## src/hw/irq_seq_pkg.sv

```systemverilog
package irq_seq_pkg;

    // ------------------------------------------------------------
    // sources and widths
    // ------------------------------------------------------------
    localparam int SRC_N = 8;                     // sources, index 0 is external_irq_zero
    localparam int FLAG_N = 4;                    // sources 0..3 keep a flag, 4..7 are level-type
    localparam int LEVEL_N = SRC_N - FLAG_N;
    localparam int PC_W = 11;                     // 2048 program words
    localparam int SP_W = 16;
    localparam int IDX_W = 3;
    localparam int ADDR_W = 8;
    localparam int GIE_POS = 7;                   // global enable inside status_flags_reg

    // ------------------------------------------------------------
    // vectors and reset values
    // ------------------------------------------------------------
    localparam logic [PC_W-1:0] RESET_VEC = 11'h000;
    localparam logic [PC_W-1:0] VEC_BASE = 11'h001; // source i vectors to VEC_BASE + i
    localparam logic [SP_W-1:0] SP_RESET = 16'h015F; // last SRAM address
    localparam logic [SP_W-1:0] SP_ONE = 16'h0001;
    localparam logic [SP_W-1:0] SP_TWO = 16'h0002;
    localparam logic [7:0] STATUS_RESET = 8'h00;
    localparam logic [SRC_N-1:0] ENABLE_RESET = 8'h00;

    // ------------------------------------------------------------
    // cycle counts
    // ------------------------------------------------------------
    localparam logic [3:0] ENTRY_CYC = 4'h4;
    localparam logic [3:0] WAKE_CYC = 4'h4;
    localparam logic [3:0] RETURN_CYC = 4'h4;
    localparam logic [3:0] JUMP_CYC = 4'h3;
    localparam logic [3:0] CYC_ZERO = 4'h0;
    localparam logic [3:0] CYC_ONE = 4'h1;

    // ------------------------------------------------------------
    // register map (byte addresses)
    // ------------------------------------------------------------
    localparam logic [ADDR_W-1:0] ADDR_STATUS = 8'h00;
    localparam logic [ADDR_W-1:0] ADDR_ENABLE = 8'h04;
    localparam logic [ADDR_W-1:0] ADDR_FLAGS = 8'h08;
    localparam logic [ADDR_W-1:0] ADDR_SP = 8'h0C;
    localparam logic [ADDR_W-1:0] ADDR_STATE = 8'h10;
    localparam logic [1:0] RESP_OKAY = 2'h0;
    localparam logic [1:0] RESP_SLVERR = 2'h2;

    typedef enum logic [3:0] {
        ST_RUN = 4'h1,
        ST_WAKE = 4'h2,
        ST_ENTRY = 4'h4,
        ST_RETURN = 4'h8
    } seq_state_t;

endpackage

```

## src/hw/axil_regport.sv

```systemverilog
`timescale 1ns/1ps
`default_nettype none
module axil_regport
    import irq_seq_pkg::*;
(
    // clock and reset
    input wire logic clk,
    input wire logic rst,
    // axi4-lite
    input wire logic [ADDR_W-1:0] awaddr,
    input wire logic awvalid,
    output logic awready,
    input wire logic [31:0] wdata,
    input wire logic [3:0] wstrb,
    input wire logic wvalid,
    output logic wready,
    output logic [1:0] bresp,
    output logic bvalid,
    input wire logic bready,
    input wire logic [ADDR_W-1:0] araddr,
    input wire logic arvalid,
    output logic arready,
    output logic [31:0] rdata,
    output logic [1:0] rresp,
    output logic rvalid,
    input wire logic rready,
    // register side
    output logic wr_stb,
    output logic [ADDR_W-1:0] wr_addr,
    output logic [31:0] wr_data,
    output logic [3:0] wr_strb,
    input wire logic wr_err,
    output logic [ADDR_W-1:0] rd_addr,
    input wire logic [31:0] rd_data,
    input wire logic rd_err
);

    logic aw_have_q;
    logic w_have_q;
    logic rd_pend_q;

    // write path: address and data may arrive in either order
    always_ff @(posedge clk) begin
        if (rst) begin
            aw_have_q <= 1'b0;
            w_have_q <= 1'b0;
            awready <= 1'b1;
            wready <= 1'b1;
            wr_stb <= 1'b0;
            bvalid <= 1'b0;
            bresp <= RESP_OKAY;
            wr_addr <= '0;
            wr_data <= '0;
            wr_strb <= '0;
        end else begin
            wr_stb <= 1'b0;
            if (awvalid && awready) begin
                aw_have_q <= 1'b1;
                awready <= 1'b0;
                wr_addr <= awaddr;
            end
            if (wvalid && wready) begin
                w_have_q <= 1'b1;
                wready <= 1'b0;
                wr_data <= wdata;
                wr_strb <= wstrb;
            end
            if (aw_have_q && w_have_q && !wr_stb && !bvalid) begin
                wr_stb <= 1'b1;
            end
            if (wr_stb) begin
                bvalid <= 1'b1;
                bresp <= wr_err ? RESP_SLVERR : RESP_OKAY;
                aw_have_q <= 1'b0;
                w_have_q <= 1'b0;
            end
            if (bvalid && bready) begin
                bvalid <= 1'b0;
                awready <= 1'b1;
                wready <= 1'b1;
            end
        end
    end

    // read path: data sampled one cycle after the address is taken
    always_ff @(posedge clk) begin
        if (rst) begin
            arready <= 1'b1;
            rd_addr <= '0;
            rd_pend_q <= 1'b0;
            rvalid <= 1'b0;
            rdata <= '0;
            rresp <= RESP_OKAY;
        end else begin
            rd_pend_q <= 1'b0;
            if (arvalid && arready) begin
                arready <= 1'b0;
                rd_addr <= araddr;
                rd_pend_q <= 1'b1;
            end
            if (rd_pend_q) begin
                rvalid <= 1'b1;
                rdata <= rd_data;
                rresp <= rd_err ? RESP_SLVERR : RESP_OKAY;
            end
            if (rvalid && rready) begin
                rvalid <= 1'b0;
                arready <= 1'b1;
            end
        end
    end

endmodule
`default_nettype wire

```

## src/hw/irq_sequencer.sv

```systemverilog
// Our own choices: the AXI4-Lite slave port and the register offsets.
`timescale 1ns/1ps
`default_nettype none
module irq_sequencer
    import irq_seq_pkg::*;
(
    // clock and reset
    input wire logic I_REF_CLK,
    input wire logic I_RST,
    // register bus
    input wire logic [ADDR_W-1:0] I_AWADDR,
    input wire logic I_AWVALID,
    output logic O_AWREADY,
    input wire logic [31:0] I_WDATA,
    input wire logic [3:0] I_WSTRB,
    input wire logic I_WVALID,
    output logic O_WREADY,
    output logic [1:0] O_BRESP,
    output logic O_BVALID,
    input wire logic I_BREADY,
    input wire logic [ADDR_W-1:0] I_ARADDR,
    input wire logic I_ARVALID,
    output logic O_ARREADY,
    output logic [31:0] O_RDATA,
    output logic [1:0] O_RRESP,
    output logic O_RVALID,
    input wire logic I_RREADY,
    // interrupt sources
    input wire logic [FLAG_N-1:0] I_SRC_EVENT,
    input wire logic [LEVEL_N-1:0] I_SRC_LEVEL,
    // instruction sequencer
    input wire logic I_INSTR_DONE,
    input wire logic [PC_W-1:0] I_NEXT_PC,
    input wire logic I_OP_SEI,
    input wire logic I_OP_CLI,
    input wire logic I_OP_RETURN_FROM_IRQ,
    input wire logic I_SLEEPING,
    input wire logic I_ALU_FLAGS_WE,
    input wire logic [6:0] I_ALU_FLAGS,
    output logic O_STALL,
    output logic O_PC_LOAD,
    output logic [PC_W-1:0] O_PC_VALUE,
    output logic O_HANDLER_START,
    output logic [7:0] O_STATUS_FLAGS,
    // stack memory
    output logic O_STK_WE,
    output logic O_STK_RE,
    output logic [SP_W-1:0] O_STK_ADDR,
    output logic [7:0] O_STK_WDATA,
    input wire logic [7:0] I_STK_RDATA
);

    // ------------------------------------------------------------
    // declarations
    // ------------------------------------------------------------
    seq_state_t state_q;
    logic [3:0] cnt_q;
    logic [3:0] jmp_cnt_q;
    logic jmp_busy_q;
    logic boot_q;
    logic [7:0] status_q;
    logic [SRC_N-1:0] enable_q;
    logic [FLAG_N-1:0] flag_q;
    logic [SP_W-1:0] sp_q;
    logic [PC_W-1:0] ret_pc_q;
    logic [PC_W-1:0] vec_q;
    logic [PC_W-1:0] last_vec_q;
    logic [IDX_W-1:0] win_idx;
    logic [SRC_N-1:0] pending;
    logic [SRC_N-1:0] source_req;
    logic win_any;
    logic boundary;
    logic accept;
    logic ret_start;
    logic entry_last;
    logic ret_last;
    logic gie;
    logic wr_stb;
    logic [ADDR_W-1:0] wr_addr;
    logic [31:0] wr_data;
    logic [3:0] wr_strb;
    logic wr_err;
    logic [ADDR_W-1:0] rd_addr;
    logic [31:0] rd_data;
    logic rd_err;
    logic [FLAG_N-1:0] flag_w1c;
    logic [FLAG_N-1:0] flag_hw_clr;

    // ------------------------------------------------------------
    // bus slave
    // ------------------------------------------------------------
    axil_regport u_regport (
        .clk(I_REF_CLK),
        .rst(I_RST),
        .awaddr(I_AWADDR),
        .awvalid(I_AWVALID),
        .awready(O_AWREADY),
        .wdata(I_WDATA),
        .wstrb(I_WSTRB),
        .wvalid(I_WVALID),
        .wready(O_WREADY),
        .bresp(O_BRESP),
        .bvalid(O_BVALID),
        .bready(I_BREADY),
        .araddr(I_ARADDR),
        .arvalid(I_ARVALID),
        .arready(O_ARREADY),
        .rdata(O_RDATA),
        .rresp(O_RRESP),
        .rvalid(O_RVALID),
        .rready(I_RREADY),
        .wr_stb(wr_stb),
        .wr_addr(wr_addr),
        .wr_data(wr_data),
        .wr_strb(wr_strb),
        .wr_err(wr_err),
        .rd_addr(rd_addr),
        .rd_data(rd_data),
        .rd_err(rd_err)
    );

    // unmapped addresses answer with an error
    assign wr_err = !(wr_addr == ADDR_STATUS || wr_addr == ADDR_ENABLE || wr_addr == ADDR_FLAGS ||
                      wr_addr == ADDR_SP || wr_addr == ADDR_STATE);
    assign rd_err = !(rd_addr == ADDR_STATUS || rd_addr == ADDR_ENABLE || rd_addr == ADDR_FLAGS ||
                      rd_addr == ADDR_SP || rd_addr == ADDR_STATE);

    // read mux, reserved bits read as zero
    always_comb begin
        case (rd_addr)
            ADDR_STATUS: rd_data = {24'h000000, status_q};
            ADDR_ENABLE: rd_data = {24'h000000, enable_q};
            ADDR_FLAGS: rd_data = {24'h000000, I_SRC_LEVEL, flag_q};
            ADDR_SP: rd_data = {16'h0000, sp_q};
            ADDR_STATE: rd_data = {17'h00000, last_vec_q, state_q};
            default: rd_data = 32'h00000000;
        endcase
    end

    // ------------------------------------------------------------
    // arbitration
    // ------------------------------------------------------------
    assign gie = status_q[GIE_POS];
    // flag sources use the stored flag, level sources the live condition
    assign source_req = {I_SRC_LEVEL, flag_q};
    assign pending = source_req & enable_q;

    lowest_pick u_pick (
        .i_req(pending),
        .o_any(win_any),
        .o_idx(win_idx)
    );

    // a sleeping core has no instruction in flight, so it is always at a boundary
    assign boundary = I_INSTR_DONE || I_SLEEPING;
    // registered gie: an enable in this very instruction is seen one boundary late
    assign accept = (state_q == ST_RUN) && !boot_q && boundary && gie && win_any &&
                    !O_PC_LOAD && !I_OP_CLI && !I_OP_RETURN_FROM_IRQ;
    assign ret_start = (state_q == ST_RUN) && !boot_q && I_INSTR_DONE && I_OP_RETURN_FROM_IRQ;
    assign entry_last = (state_q == ST_ENTRY) && (cnt_q == ENTRY_CYC - CYC_ONE);
    assign ret_last = (state_q == ST_RETURN) && (cnt_q == RETURN_CYC - CYC_ONE);

    // ------------------------------------------------------------
    // sequence state
    // ------------------------------------------------------------
    // entry, optional wake delay and return each hold the core stalled
    always_ff @(posedge I_REF_CLK) begin
        if (I_RST) begin
            state_q <= ST_RUN;
            cnt_q <= CYC_ZERO;
            O_STALL <= 1'b0;
        end else begin
            case (state_q)
                ST_RUN: begin
                    cnt_q <= CYC_ZERO;
                    if (ret_start) begin
                        state_q <= ST_RETURN;
                        O_STALL <= 1'b1;
                    end else if (accept) begin
                        state_q <= I_SLEEPING ? ST_WAKE : ST_ENTRY;
                        O_STALL <= 1'b1;
                    end
                end
                ST_WAKE: begin
                    cnt_q <= cnt_q + CYC_ONE;
                    if (cnt_q == WAKE_CYC - CYC_ONE) begin
                        state_q <= ST_ENTRY;
                        cnt_q <= CYC_ZERO;
                    end
                end
                ST_ENTRY: begin
                    cnt_q <= cnt_q + CYC_ONE;
                    if (entry_last) begin
                        state_q <= ST_RUN;
                        O_STALL <= 1'b0;
                    end
                end
                ST_RETURN: begin
                    cnt_q <= cnt_q + CYC_ONE;
                    if (ret_last) begin
                        state_q <= ST_RUN;
                        O_STALL <= 1'b0;
                    end
                end
                default: begin
                    state_q <= ST_RUN;
                    O_STALL <= 1'b0;
                end
            endcase
        end
    end

    // winner and return address are frozen at acceptance
    always_ff @(posedge I_REF_CLK) begin
        if (I_RST) begin
            vec_q <= RESET_VEC;
            ret_pc_q <= RESET_VEC;
            last_vec_q <= RESET_VEC;
        end else if (accept) begin
            vec_q <= VEC_BASE + PC_W'(win_idx);
            last_vec_q <= VEC_BASE + PC_W'(win_idx);
            ret_pc_q <= I_NEXT_PC;
        end
    end

    // ------------------------------------------------------------
    // stack port and stack pointer
    // ------------------------------------------------------------
    // low byte goes first on entry, so the high byte is popped first
    always_ff @(posedge I_REF_CLK) begin
        if (I_RST) begin
            O_STK_WE <= 1'b0;
            O_STK_RE <= 1'b0;
            O_STK_ADDR <= SP_RESET;
            O_STK_WDATA <= 8'h00;
        end else begin
            O_STK_WE <= 1'b0;
            O_STK_RE <= 1'b0;
            if (state_q == ST_ENTRY && cnt_q == CYC_ZERO) begin
                O_STK_WE <= 1'b1;
                O_STK_ADDR <= sp_q;
                O_STK_WDATA <= ret_pc_q[7:0];
            end else if (state_q == ST_ENTRY && cnt_q == CYC_ONE) begin
                O_STK_WE <= 1'b1;
                O_STK_ADDR <= sp_q;
                O_STK_WDATA <= {5'h00, ret_pc_q[PC_W-1:8]};
            end else if (ret_start) begin
                O_STK_RE <= 1'b1;
                O_STK_ADDR <= sp_q + SP_ONE;
            end else if (state_q == ST_RETURN && cnt_q == CYC_ZERO) begin
                O_STK_RE <= 1'b1;
                O_STK_ADDR <= sp_q + SP_TWO;
            end
        end
    end

    // each push lowers sp by one; the pop adds two at the end of return
    always_ff @(posedge I_REF_CLK) begin
        if (I_RST) begin
            sp_q <= SP_RESET;
        end else if (state_q == ST_ENTRY && (cnt_q == CYC_ZERO || cnt_q == CYC_ONE)) begin
            sp_q <= sp_q - SP_ONE;
        end else if (ret_last) begin
            sp_q <= sp_q + SP_TWO;
        end else if (wr_stb && wr_addr == ADDR_SP) begin
            // a software write to sp is dropped only in the two push cycles and the last return cycle
            if (wr_strb[0]) begin
                sp_q[7:0] <= wr_data[7:0];
            end
            if (wr_strb[1]) begin
                sp_q[15:8] <= wr_data[15:8];
            end
        end
    end

    // ------------------------------------------------------------
    // program counter redirect
    // ------------------------------------------------------------
    // read data lags the read strobe by one cycle
    always_ff @(posedge I_REF_CLK) begin
        if (I_RST) begin
            boot_q <= 1'b1;
            O_PC_LOAD <= 1'b0;
            O_PC_VALUE <= RESET_VEC;
        end else begin
            boot_q <= 1'b0;
            O_PC_LOAD <= 1'b0;
            if (boot_q) begin
                O_PC_LOAD <= 1'b1;
                O_PC_VALUE <= RESET_VEC;
            end else if (entry_last) begin
                O_PC_LOAD <= 1'b1;
                O_PC_VALUE <= vec_q;
            end else if (state_q == ST_RETURN && cnt_q == CYC_ONE) begin
                O_PC_VALUE[PC_W-1:8] <= I_STK_RDATA[2:0];
            end else if (state_q == ST_RETURN && cnt_q == CYC_ONE + CYC_ONE) begin
                O_PC_VALUE[7:0] <= I_STK_RDATA;
            end else if (ret_last) begin
                // the core runs one instruction here before any new entry
                O_PC_LOAD <= 1'b1;
            end
        end
    end

    // handler start marks the end of the vector jump
    always_ff @(posedge I_REF_CLK) begin
        if (I_RST) begin
            jmp_busy_q <= 1'b0;
            jmp_cnt_q <= CYC_ZERO;
            O_HANDLER_START <= 1'b0;
        end else begin
            O_HANDLER_START <= 1'b0;
            if (entry_last) begin
                jmp_busy_q <= 1'b1;
                jmp_cnt_q <= CYC_ZERO;
            end else if (jmp_busy_q) begin
                jmp_cnt_q <= jmp_cnt_q + CYC_ONE;
                if (jmp_cnt_q == JUMP_CYC - CYC_ONE) begin
                    jmp_busy_q <= 1'b0;
                    O_HANDLER_START <= 1'b1;
                end
            end
        end
    end

    // ------------------------------------------------------------
    // status flags register
    // ------------------------------------------------------------
    // later assignments win: hardware events override software writes
    always_ff @(posedge I_REF_CLK) begin
        if (I_RST) begin
            status_q <= STATUS_RESET;
        end else begin
            if (wr_stb && wr_addr == ADDR_STATUS && wr_strb[0]) begin
                status_q <= wr_data[7:0];
            end
            if (I_ALU_FLAGS_WE) begin
                status_q[6:0] <= I_ALU_FLAGS;
            end
            if (I_INSTR_DONE && I_OP_SEI) begin
                status_q[GIE_POS] <= 1'b1;
            end
            if (I_INSTR_DONE && I_OP_CLI) begin
                status_q[GIE_POS] <= 1'b0;
            end
            if (accept) begin
                status_q[GIE_POS] <= 1'b0;
            end
            if (ret_last) begin
                status_q[GIE_POS] <= 1'b1;
            end
        end
    end

    // mirror for the core's own reads
    always_ff @(posedge I_REF_CLK) begin
        if (I_RST) begin
            O_STATUS_FLAGS <= STATUS_RESET;
        end else begin
            O_STATUS_FLAGS <= status_q;
        end
    end

    // ------------------------------------------------------------
    // enables and flags
    // ------------------------------------------------------------
    always_ff @(posedge I_REF_CLK) begin
        if (I_RST) begin
            enable_q <= ENABLE_RESET;
        end else if (wr_stb && wr_addr == ADDR_ENABLE && wr_strb[0]) begin
            enable_q <= wr_data[SRC_N-1:0];
        end
    end

    // a new event in the clearing cycle survives, so no request is lost
    genvar g;
    generate
        for (g = 0; g < FLAG_N; g++) begin : g_flag
            assign flag_w1c[g] = wr_stb && wr_addr == ADDR_FLAGS && wr_strb[0] && wr_data[g];
            assign flag_hw_clr[g] = accept && win_idx == IDX_W'(g);
            always_ff @(posedge I_REF_CLK) begin
                if (I_RST) begin
                    flag_q[g] <= 1'b0;
                end else if (I_SRC_EVENT[g]) begin
                    flag_q[g] <= 1'b1;
                end else if (flag_w1c[g] || flag_hw_clr[g]) begin
                    flag_q[g] <= 1'b0;
                end
            end
        end
    endgenerate

endmodule
`default_nettype wire

```

## src/hw/lowest_pick.sv

```systemverilog
`timescale 1ns/1ps
`default_nettype none
module lowest_pick
    import irq_seq_pkg::*;
(
    // request vector
    input wire logic [SRC_N-1:0] i_req,
    // winner
    output logic o_any,
    output logic [IDX_W-1:0] o_idx
);

    // scan from the top so the lowest index is written last and wins
    always_comb begin
        o_any = 1'b0;
        o_idx = '0;
        for (int k = SRC_N - 1; k >= 0; k--) begin
            if (i_req[k]) begin
                o_any = 1'b1;
                o_idx = IDX_W'(k);
            end
        end
    end

endmodule
`default_nettype wire
```

## config.mk

```make
export PLATFORM = sky130hd
export DESIGN_NAME = irq_sequencer
export DESIGN_NICKNAME = d
export VERILOG_FILES = /design/src/hw/irq_seq_pkg.sv /design/src/hw/axil_regport.sv /design/src/hw/irq_sequencer.sv /design/src/hw/lowest_pick.sv
export SDC_FILE = /design/constraint.sdc
export NUM_CORES = 1
export LEC_CHECK = 0
export BUFFER_PORTS_ARGS = -buffer_cell sky130_fd_sc_hd__buf_2
export CORE_MARGIN = 2
export CORE_UTILIZATION = 49
export CTS_CLUSTER_SIZE = 16
export DETAILED_ROUTE_END_ITERATION = 6
export PLACE_DENSITY_LB_ADDON = 0.2
export SYNTH_ARGS = -nofsm -noshare
export SYNTH_HDL_FRONTEND = slang
export SYNTH_SLANG_ARGS = --single-unit
```

## constraint.sdc

```tcl
create_clock -name I_REF_CLK -period 2.35 [get_ports I_REF_CLK]
set_clock_uncertainty 0.2 [all_clocks]
set_input_delay 0.235 -clock I_REF_CLK [delete_from_list [all_inputs] [get_ports I_REF_CLK]]
set_output_delay 0.235 -clock I_REF_CLK [all_outputs]
set_load 0.02 [all_outputs]
```

==> results.ini, run 1 <==
[clock_network]
clock-sinks = 174
clkLatencyLatePin_ps = 420
cts_made_buffers = 17
path_clk_slew_ps = 70
cts_tree = built
clockBufferDepth = 2
htreeDepth = 4
cts-root-buf = clkbuf_16

[synthesis]
netlist-cell-type-count = 71
synth_edf_count = 0
yosys.area.top_type = dfxtp_1
ys_seq_area_frac = 0.410
syn_avg_cell_area_um2 = 8.24
synth_top_cells_by_area = dfxtp_1, nand2_1, a21oi_1
ys_warn_count = 0
ys_ff_latch = 174
synthesis.area_mm2 = 0.00849
syn_inst = 1031
yosys-top-cells-count = dfxtp_1, nand2_1, a21oi_1
postSynth.asyncResetShare = 0
synth.top_cell.area_share = 0.410
synth_most_common_cell = dfxtp_1
yosys_most_used_dff = dfxtp_1

[sta]
fin_crit_sh = 0.975
tightestPinTransition_ps = 793
final-max-slew-violation-count = 0
hold_violations = 0
rsz0062_at_grt = false
period_minus_slack_ps = 2290
finalHoldWorstSlack_ps = 27.1
setup_viol = 0
max_freq_mhz = 437
slew_headroom = 0.471
worst_slack_ps = 59.7

[min_path]
hold_depth = 3
holdPathEnd = status_q[2]
holdCritPathClass = in2reg
worstHoldStart = I_ALU_FLAGS_WE

[critical_path]
critPathRequiredTime_ps = 2450
reg2reg_to = status_q[1]
worst-endpoint-arrival_ps = 2390
path_class = reg2reg
reg2reg_from = u_regport.wr_addr[0]
end_kind = flip-flop
r2r_cells = 6
rrSetupSlack_ps = 60
crit_path_max_fanout = 8
start_kind = flip-flop

[grt]
track_usage = 0.292
grt_pass1_wl_mm = 42.6
antenna_found_initial = 0
grt_max_degree = 59
grt_overflow_total = 0
grt_pass1_vias = 8490

[route]
dr.pass1.iters = 7
drt-total-wl_mm = 26.6
wl_per_cell_um = 17.1
vias = 8763
routed_via_density = 5.63
drc = 4
first_iter_violations = 768
ant_nets = 0

[power]
fin_total_pwr_mw = 6.75
vdd_drop_max_v = 0.000526
power_density_mw_per_mm2 = 583
p_leak_nw = 4.72

[floorplanning]
die_height_um = 136
initial_core_util = 0.496
die_w_um = 136
core_area_mm2 = 0.0171
pin_count = 188
rows = 48
die_area_mm2 = 0.0184

[placement]
dpl.cell_count = 1426
place.gp.congestion = 0.931
hpwl_mm = 18.4
io_buffers = 151
place_ws_ps = -17.5

[status]
violations = DRC
status = complete, but fails checks

[run]
drv_cap = 0

[finish]
nNetsFinal = 1433
drive_gt1_frac = 0.255
fin_util = 0.676
fill_cells = 1403
antennaDiodeCount = 0
fin_cells = 1556
syn_to_final_growth_pct = 36.3

-- report_power, final --
group          internal, mW  switching (mW)
registers              3.05          0.0971
clock network          1.56            1.21
logic                 0.391           0.441
-- cell type report --
class                           instances  area (µm²)  area share
Clock buffer                           21         470      0.0407
Clock inverter                         11         105     0.00908
Inverter                               20        75.1     0.00649
Multi-Input combinational cell        757        4640       0.401
Sequential cell                       174        3480       0.301
Tap cell                              225         282      0.0243
Timing Repair Buffer                  348        2510       0.217
-- per-stage QoR --
stage	area [µm²]	setup TNS, ps
6_report	11600	0
5_1_grt	11600	0
4_1_cts	11400	0
3_5_place_dp	9930	-32.7
3_3_place_gp	9930	0
2_1_floorplan	8560	0
-- state kept, by name, summed over array words and instances (netlist names), 11 cells and up --
| name | cells |
|---|---|
| O_STK_ADDR | 16 |
| sp_q | 16 |
| u_regport.rdata | 16 |
| u_regport.wr_data | 16 |
| O_PC_VALUE | 11 |
| ret_pc_q | 11 |
-- critical path: stages, from the launching register on --
cell     delay, ps
dfxtp_1        340
or4b_4         590
nor4_4         260
buf_6          200
mux2_2         350
mux2i_1        160
nor2_1          50
-- metal layers --
| layer | global-route usage | part of all wire | wire length [µm] |
|---|---|---|---|
| met5 | 0 | 0 | 0 |
| met4 | 0.109 | 0.029 | 765 |
| met3 | 0.0531 | 0.066 | 1750 |
| met2 | 0.487 | 0.48 | 12700 |
| met1 | 0.375 | 0.43 | 11400 |
-- layout by cell type (no fill, tap or decap), types with 10 or more instances in the layout --
master / count
nand3_1: 57
nand2_1: 148
a211oi_1: 11
ha_1: 16
mux2i_1: 24
buf_2: 151
nor3_1: 20
dfxtp_1: 173
nor4_1: 10
nor2b_1: 10
inv_1: 20
clkbuf_16: 17
nor2_1: 74
o21ai_0: 31
nand2b_1: 18
buf_4: 100
a31oi_1: 18
a22oi_1: 23
dlygate4sd3_1: 91
conb_1: 18
nand4_1: 11
a21oi_1: 94
-- cells by family (layout without fill, tap and decap cells) --
kind of cell | Yosys count | count (layout) | share of synthesized area
AOI/OAI and AO/OA | 269 | 269 | 0.209
xor gates and xnor gates | 14 | 14 | 0.0144
adders and majority gates | 16 | 16 | 0.0236
buffers and inverters | 117 | 400 | 0.0619
DFF | 174 | 174 | 0.410
muxes | 31 | 31 | 0.0376
other | 1 | 18 | 0.000442
and+or+nand+nor | 409 | 409 | 0.243
-- worst max path at each step --
stage	slack [ps]	cells past startpoint	endpoint	startpoint
6_report	60	6	status_q[1]	u_regport.wr_addr[0]
5_1_grt	4	6	O_STK_ADDR[14]	state_q[3]
4_1_cts	2	5	sp_q[15]	u_regport.wr_addr[5]
3_5_place_dp	-20	6	status_q[1]	u_regport.wr_addr[0]
3_3_place_gp	7	6	last_vec_q[2]	state_q[1]
2_1_floorplan	20	8	sp_q[15]	sp_q[2]
-- what timing repair did --
action | in CTS | in global routing
hold endpoints to repair | 75 | 0
pin swaps | 2 | 3
gates cloned | 0 | 1
setup endpoints to repair | 12 | 57
hold buffers | 91 | 0
resized for setup | 6 | 22
setup buffers | 1 | 5
Note: power is estimated with default switching activity, not from simulation.
==> run 2, diff against run 1 <==
--- a/config.mk
+++ b/config.mk
@@ -7,10 +7,12 @@
 export LEC_CHECK = 0
 export BUFFER_PORTS_ARGS = -buffer_cell sky130_fd_sc_hd__buf_2
 export CORE_MARGIN = 2
-export CORE_UTILIZATION = 49
+export CORE_UTILIZATION = 51
 export CTS_CLUSTER_SIZE = 16
 export DETAILED_ROUTE_END_ITERATION = 6
+export MAX_ROUTING_LAYER = met4
 export PLACE_DENSITY_LB_ADDON = 0.2
 export SYNTH_ARGS = -nofsm -noshare
 export SYNTH_HDL_FRONTEND = slang
+export SYNTH_HIERARCHICAL = 1
 export SYNTH_SLANG_ARGS = --single-unit
==> run 2 against run 1 <==
Compared with the run above: the run now ends clean; critical path depth grew 3; synthesized cell count grew 3.7%; sequential power grew 13%; global-route usage grew 0.34 points; critical endpoint is now state_q[2]; largest power group unchanged.
==> results.ini, run 2 <==
[sta]
setup_viol = 0  ; unchanged
finalHoldWorstSlack_ps = 17.1  ; was 27.1 ps
tightestPinTransition_ps = 673  ; was 793 ps
slew_headroom = 0.539  ; was 0.471
hold_violations = 0  ; unchanged
fin_crit_sh = 0.998  ; was 0.975
final-max-slew-violation-count = 0  ; unchanged
rsz0062_at_grt = true  ; was false
max_freq_mhz = 426  ; was 437 MHz
period_minus_slack_ps = 2340  ; was 2290 ps

[route]
drc = 0  ; was 4
wl_per_cell_um = 17.7  ; was 17.1 µm
dr.pass1.iters = 6  ; was 7
drt-total-wl_mm = 28.6  ; was 26.6 mm
ant_nets = 0  ; unchanged
vias = 9231  ; was 8,763
routed_via_density = 5.70  ; was 5.63
first_iter_violations = 980  ; was 768

[grt]
grt_overflow_total = 0  ; unchanged
grt_max_degree = 56  ; was 59
grt_pass1_vias = 8964  ; was 8,490
grt_pass1_wl_mm = 45.5  ; was 42.6 mm
track_usage = 0.295  ; was 0.292
antenna_found_initial = 0  ; unchanged

[placement]
dpl_cell_area_mm2 = 0.0110  ; was 0.00993 mm²
place.gp.congestion = 0.979  ; was 0.931
hpwl_mm = 18.8  ; was 18.4 mm
io_buffers = 167  ; was 151

[finish]
final_cell_mix = dfxtp_1, buf_2, nor2_1  ; was dfxtp_1, buf_2, nand2_1
post-route-cell-area_mm2 = 0.0127  ; was 0.0116 mm²
largest_reg_flops = 32
nNetsFinal = 1492  ; was 1,433
regArea_mm2 = 0.00382  ; was 0.00348 mm²
drive_gt1_frac = 0.313  ; was 0.255
final_common_cell = dfxtp_1  ; unchanged
fin_util = 0.707  ; was 0.676
fill_cells = 1377  ; was 1,403
syn_to_final_growth_pct = 36.3  ; about the same
antennaDiodeCount = 0  ; unchanged
multi_input_area_mm2 = 0.00524  ; was 0.00464 mm²
top_register = u_regport/rdata

[clock_network]
path_clk_slew_ps = 80  ; was 70 ps
clock-sinks = 190  ; was 174
cts_made_buffers = 17  ; unchanged
clockBufferDepth = 2  ; unchanged
clkLatencyLatePin_ps = 440  ; was 420 ps
cts_tree = built  ; unchanged
cts-root-buf = clkbuf_16  ; unchanged
htreeDepth = 4  ; unchanged

[critical_path]
r2r_cells = 9  ; was 6
critPathRequiredTime_ps = 2460  ; was 2450 ps
reg2reg_to = state_q[2]  ; was status_q[1]
critPathMaxStageDelay_ps = 470  ; was 590 ps
endpoint = state_q[2]  ; was status_q[1]
path_class = reg2reg  ; unchanged
crit_path_cell_trace = and2_4, nor4_4, nand2_1, or4bb_4, nor4_4, buf_4, nand2_1, a21boi_0, nor3_2  ; was or4b_4, nor4_4, buf_6, mux2_2, mux2i_1, nor2_1
start_kind = flip-flop  ; unchanged
crit_path_max_fanout = 4  ; was 8
reg2reg_from = enable_q[1]  ; was u_regport.wr_addr[0]
crit_path_start = enable_q[1]  ; was u_regport.wr_addr[0]
worst-endpoint-arrival_ps = 2460  ; was 2390 ps
cpMaxStageDelayCell = or4bb_4  ; was or4b_4
end_kind = flip-flop  ; unchanged
rrSetupSlack_ps = 5  ; was 60 ps

[power]
power_density_mw_per_mm2 = 680  ; was 583 mW/mm²
vdd_drop_max_v = 0.000554  ; was 0.000526 V
p_leak_nw = 5.35  ; was 4.72 nW

[run]
drv_cap = 0  ; unchanged

[synthesis]
ys_warn_count = 6  ; was 0
syn_inst = 1069  ; was 1,031
synthesis.area_mm2 = 0.00931  ; was 0.00849 mm²
syn_avg_cell_area_um2 = 8.71  ; was 8.24 µm²

[status]
status = finished, final reports clean  ; was complete, but fails checks

[floorplanning]
pin_count = 188  ; unchanged
die_w_um = 139  ; was 136 µm
core_area_mm2 = 0.0180  ; was 0.0171 mm²
rows = 49  ; was 48
die_height_um = 139  ; was 136 µm
initial_core_util = 0.518  ; was 0.496
die_area_mm2 = 0.0194  ; was 0.0184 mm²

[min_path]
holdCritPathClass = in2reg  ; unchanged

[run 2: worst min-delay path by stage]
| stage | cells past startpoint | endpoint | startpoint |
|---|---|---|---|
| 6_report | 3 | status_q[2] | I_ALU_FLAGS_WE |
| 2_1_floorplan | 0 | boot_q | I_RST |
| 3_5_place_dp | 2 | u_regport/wr_stb | u_regport/w_have_q |
| 3_3_place_gp | 2 | u_regport/wr_stb | u_regport/w_have_q |
| 5_1_grt | 3 | status_q[1] | I_ALU_FLAGS_WE |
| 4_1_cts | 3 | status_q[2] | I_ALU_FLAGS_WE |
[run 2: timing repair]
action / 4_1_cts / 5_1_grt
setup buffers: 5 / 3
endpoints found under the setup margin: 32 / 51
pin swaps: 4 / 15
hold buffers: 75 / 0
resized for setup: 29 / 40
endpoints found under the hold margin: 82 / 0
cloned: 0 / 0
[run 2: cell type report]
class,instances,area share
tap,229,0.0226
clock inverter,14,0.0133
sequential,190,0.301
multi-input combinational,780,0.413
timing repair buffer,368,0.211
inverter,20,0.00591
clock buffer,18,0.0338
[run 2: where the power goes]
part	internal (mW)	switching [mW]	total (mW)
Sequential	3.39	0.155	3.55
Combinational	0.973	1.17	2.14
Clock	1.53	1.42	2.95
Total	5.89	2.74	8.64
[run 2: per-layer routing]
| metal | track usage | part of all wire | up-vias |
|---|---|---|---|
| met3 | 0.0490 | 0.066 | 56 |
| met2 | 0.488 | 0.49 | 351 |
| met4 | 0.0904 | 0.024 | 0 |
| met5 | - | 0 | - |
| li1 | - | - | 4419 |
| met1 | 0.372 | 0.42 | 4405 |
[run 2: critical path: cells and delay by family, from the launching register on]
kind                   cells  cell delay, ps
AO/OA/AOI/OAI              1             280
flip-flops                 1             350
AND/OR/NAND/NOR            7            1210
buffers and inverters      1             190
[run 2: per-stage QoR]
step | setup TNS, ps | setup WS, ps | total power, mW | instances
after global routing | -550 | -54.5 | 8.96 | 1619
after detailed placement | -1020 | -81.0 | 5.44 | 1504
final | 0 | 5.18 | 8.64 | 1619
after global placement | -336 | -44.5 | 5.41 | 1504
after CTS | -0.718 | -0.718 | 8.51 | 1616
after floorplan | -87.1 | -44.3 | 4.78 | 1085
==> run 3, diff against run 2 <==
--- a/config.mk
+++ b/config.mk
@@ -7,7 +7,7 @@
 export LEC_CHECK = 0
 export BUFFER_PORTS_ARGS = -buffer_cell sky130_fd_sc_hd__buf_2
 export CORE_MARGIN = 2
-export CORE_UTILIZATION = 51
+export CORE_UTILIZATION = 40
 export CTS_CLUSTER_SIZE = 16
 export DETAILED_ROUTE_END_ITERATION = 6
 export MAX_ROUTING_LAYER = met4
==> run 3 against run 2 <==
Compared with the run above: power shrank 1.9%; cell count up 5.6%; first-iteration DRC count shrank 31%; worst hold slack gained 2.2 ps; global-route usage fell by 6.1 points; via count is 2.4% lower.
==> results.ini, run 3 (synthesis gave the netlist of run 2 again) <==
[clock_network]
cts_made_buffers = 17  ; unchanged
htreeDepth = 4  ; unchanged
clock-sinks = 190  ; unchanged
cts-root-buf = clkbuf_16  ; unchanged
cts_tree = built  ; unchanged
path_clk_slew_ps = 70  ; was 80 ps
clkLatencyLatePin_ps = 440  ; about the same
clockBufferDepth = 2  ; unchanged

[power]
pwr-share-seq = 0.419  ; was 0.411
clkPwrFrac = 0.327  ; was 0.341
power_density_mw_per_mm2 = 657  ; was 680 mW/mm²
combPwrFrac = 0.254  ; was 0.248
p_sw_frac = 0.311  ; was 0.317
vdd_drop_max_v = 0.000422  ; was 0.000554 V
p_int_mw = 5.84  ; was 5.89 mW
p_leak_nw = 5.39  ; was 5.35 nW
power.switching_mw = 2.63  ; was 2.74 mW

[critical_path]
r2r_cells = 7  ; was 9
critPathRequiredTime_ps = 2450  ; was 2460 ps
worst-endpoint-arrival_ps = 2450  ; was 2460 ps
path_class = reg2reg  ; unchanged
start_kind = flip-flop  ; unchanged
crit_path_max_fanout = 7  ; was 4
end_kind = flip-flop  ; unchanged
crit_path_start = state_q[1]  ; was enable_q[1]
reg2reg_from = state_q[1]  ; was enable_q[1]

[sta]
final-max-slew-violation-count = 0  ; unchanged
rsz0062_at_grt = true  ; unchanged
worst_slack_ps = 0.389  ; was 5.18 ps
hold_violations = 0  ; unchanged
period_minus_slack_ps = 2350  ; was 2340 ps
slew_headroom = 0.543  ; was 0.539
fin_tns_setup_ps = 0  ; unchanged
tightestPinTransition_ps = 668  ; was 673 ps
max_freq_mhz = 426  ; about the same
setup_viol = 0  ; unchanged
fin_crit_sh = 1.00  ; was 0.998

[route]
routed_via_density = 5.27  ; was 5.70
drt-total-wl_mm = 28.4  ; was 28.6 mm
first_iter_violations = 681  ; was 980
wl_per_cell_um = 16.6  ; was 17.7 µm
drc = 0  ; unchanged
ant_nets = 0  ; unchanged
vias = 9010  ; was 9,231
dr.pass1.iters = 7  ; was 6

[finish]
top_register = u_regport/rdata  ; unchanged
nNetsFinal = 1501  ; was 1,492
regArea_mm2 = 0.00382  ; about the same
fill_cells = 2045  ; was 1,377
largest_reg_flops = 32  ; unchanged
multi_input_area_mm2 = 0.00530  ; was 0.00524 mm²
syn_to_final_growth_pct = 38.3  ; was 36.3%
drive_gt1_frac = 0.319  ; was 0.313
final_common_cell = dfxtp_1  ; unchanged
final_cell_mix = dfxtp_1, buf_2, nor2_1  ; unchanged
fin_util = 0.566  ; was 0.707
fin_cells = 1709  ; was 1,619

[grt]
grt_pass1_vias = 8399  ; was 8,964
track_usage = 0.234  ; was 0.295
grt_max_degree = 96  ; was 56
antenna_found_initial = 1  ; was 0
grt_overflow_total = 0  ; unchanged
grt_pass1_wl_mm = 44.1  ; was 45.5 mm

[min_path]
worstHoldStart = I_ALU_FLAGS_WE  ; unchanged
hold_depth = 3  ; unchanged
holdCritPathClass = in2reg  ; unchanged

[floorplanning]
die_area_mm2 = 0.0245  ; was 0.0194 mm²
rows = 55  ; was 49
initial_core_util = 0.409  ; was 0.518
core_area_mm2 = 0.0228  ; was 0.0180 mm²
die_w_um = 157  ; was 139 µm
pin_count = 188  ; unchanged
die_height_um = 157  ; was 139 µm

[placement]
place.gp.congestion = 0.857  ; was 0.979
dpl.cell_count = 1595  ; was 1,504
io_buffers = 167  ; unchanged
place_ws_ps = -190  ; was -81.0 ps
hpwl_mm = 19.5  ; was 18.8 mm

[status]
status = finished, final reports clean  ; unchanged

[run]
drv_cap = 0  ; unchanged

run 3: worst paths after layout:
| check | endpoint | slack, ps |
|---|---|---|
| setup / recovery | ret_pc_q[9] | 0.4 |
| hold / removal | status_q[0] | 20 |
| setup reg to reg | ret_pc_q[9] | 0.4 |
| hold reg to reg | u_regport/wr_stb | 250 |
run 3: layout make-up:
class / instances / share of cell area
timing repair buffer: 377 / 0.214
sequential: 190 / 0.297
inverter: 20 / 0.00583
antenna: 1 / 0.000194
multi-input combinational: 780 / 0.411
clock buffer: 19 / 0.0344
tap: 313 / 0.0304
clock inverter: 9 / 0.00699
run 3: repair_timing:
action | in CTS | in global routing
gates cloned | 0 | 1
hold endpoints to repair | 91 | 0
hold buffers | 74 | 0
buffers inserted | 2 | 8
gates resized for setup | 24 | 64
setup endpoints to repair | 42 | 57
pin swaps | 5 | 21
run 3: per-stage QoR:
| step | hold slack (ps) | area [µm²] | power (mW) |
|---|---|---|---|
| 2_1_floorplan | 62.7 | 9400 | 4.78 |
| 3_3_place_gp | 233 | 11200 | 5.42 |
| 3_5_place_dp | 235 | 11200 | 5.44 |
| 4_1_cts | 8.85 | 12600 | 8.32 |
| 5_1_grt | 29.7 | 12900 | 8.84 |
| 6_report | 19.3 | 12900 | 8.47 |
run 3: worst max-delay path, stage by stage, from the launching register on:
cell and delay, ps:
dfxtp_2 320, or4b_4 560, buf_4 190, nor4_4 350, buf_4 190, buf_8 130, mux2i_1 220, nor2_1 60
run 3: routing by layer:
metal | vias up | part of all wire | GRT usage
li1 | 4439 | - | -
met1 | 4251 | 0.45 | 0.309
met2 | 276 | 0.48 | 0.367
met5 | - | 0 | -
met4 | 0 | 0.016 | 0.0730
met3 | 44 | 0.054 | 0.0390
run 3: power groups by stage:
| stage | Clock [mW] | Combinational, mW | Sequential, mW |
|---|---|---|---|
| 3_5_place_dp | 0 | 1.83 | 3.61 |
| 3_3_place_gp | 0 | 1.81 | 3.61 |
| 4_1_cts | 2.81 | 1.97 | 3.54 |
| 2_1_floorplan | 0 | 1.13 | 3.65 |
| 5_1_grt | 2.94 | 2.33 | 3.57 |
| 6_report | 2.77 | 2.15 | 3.55 |
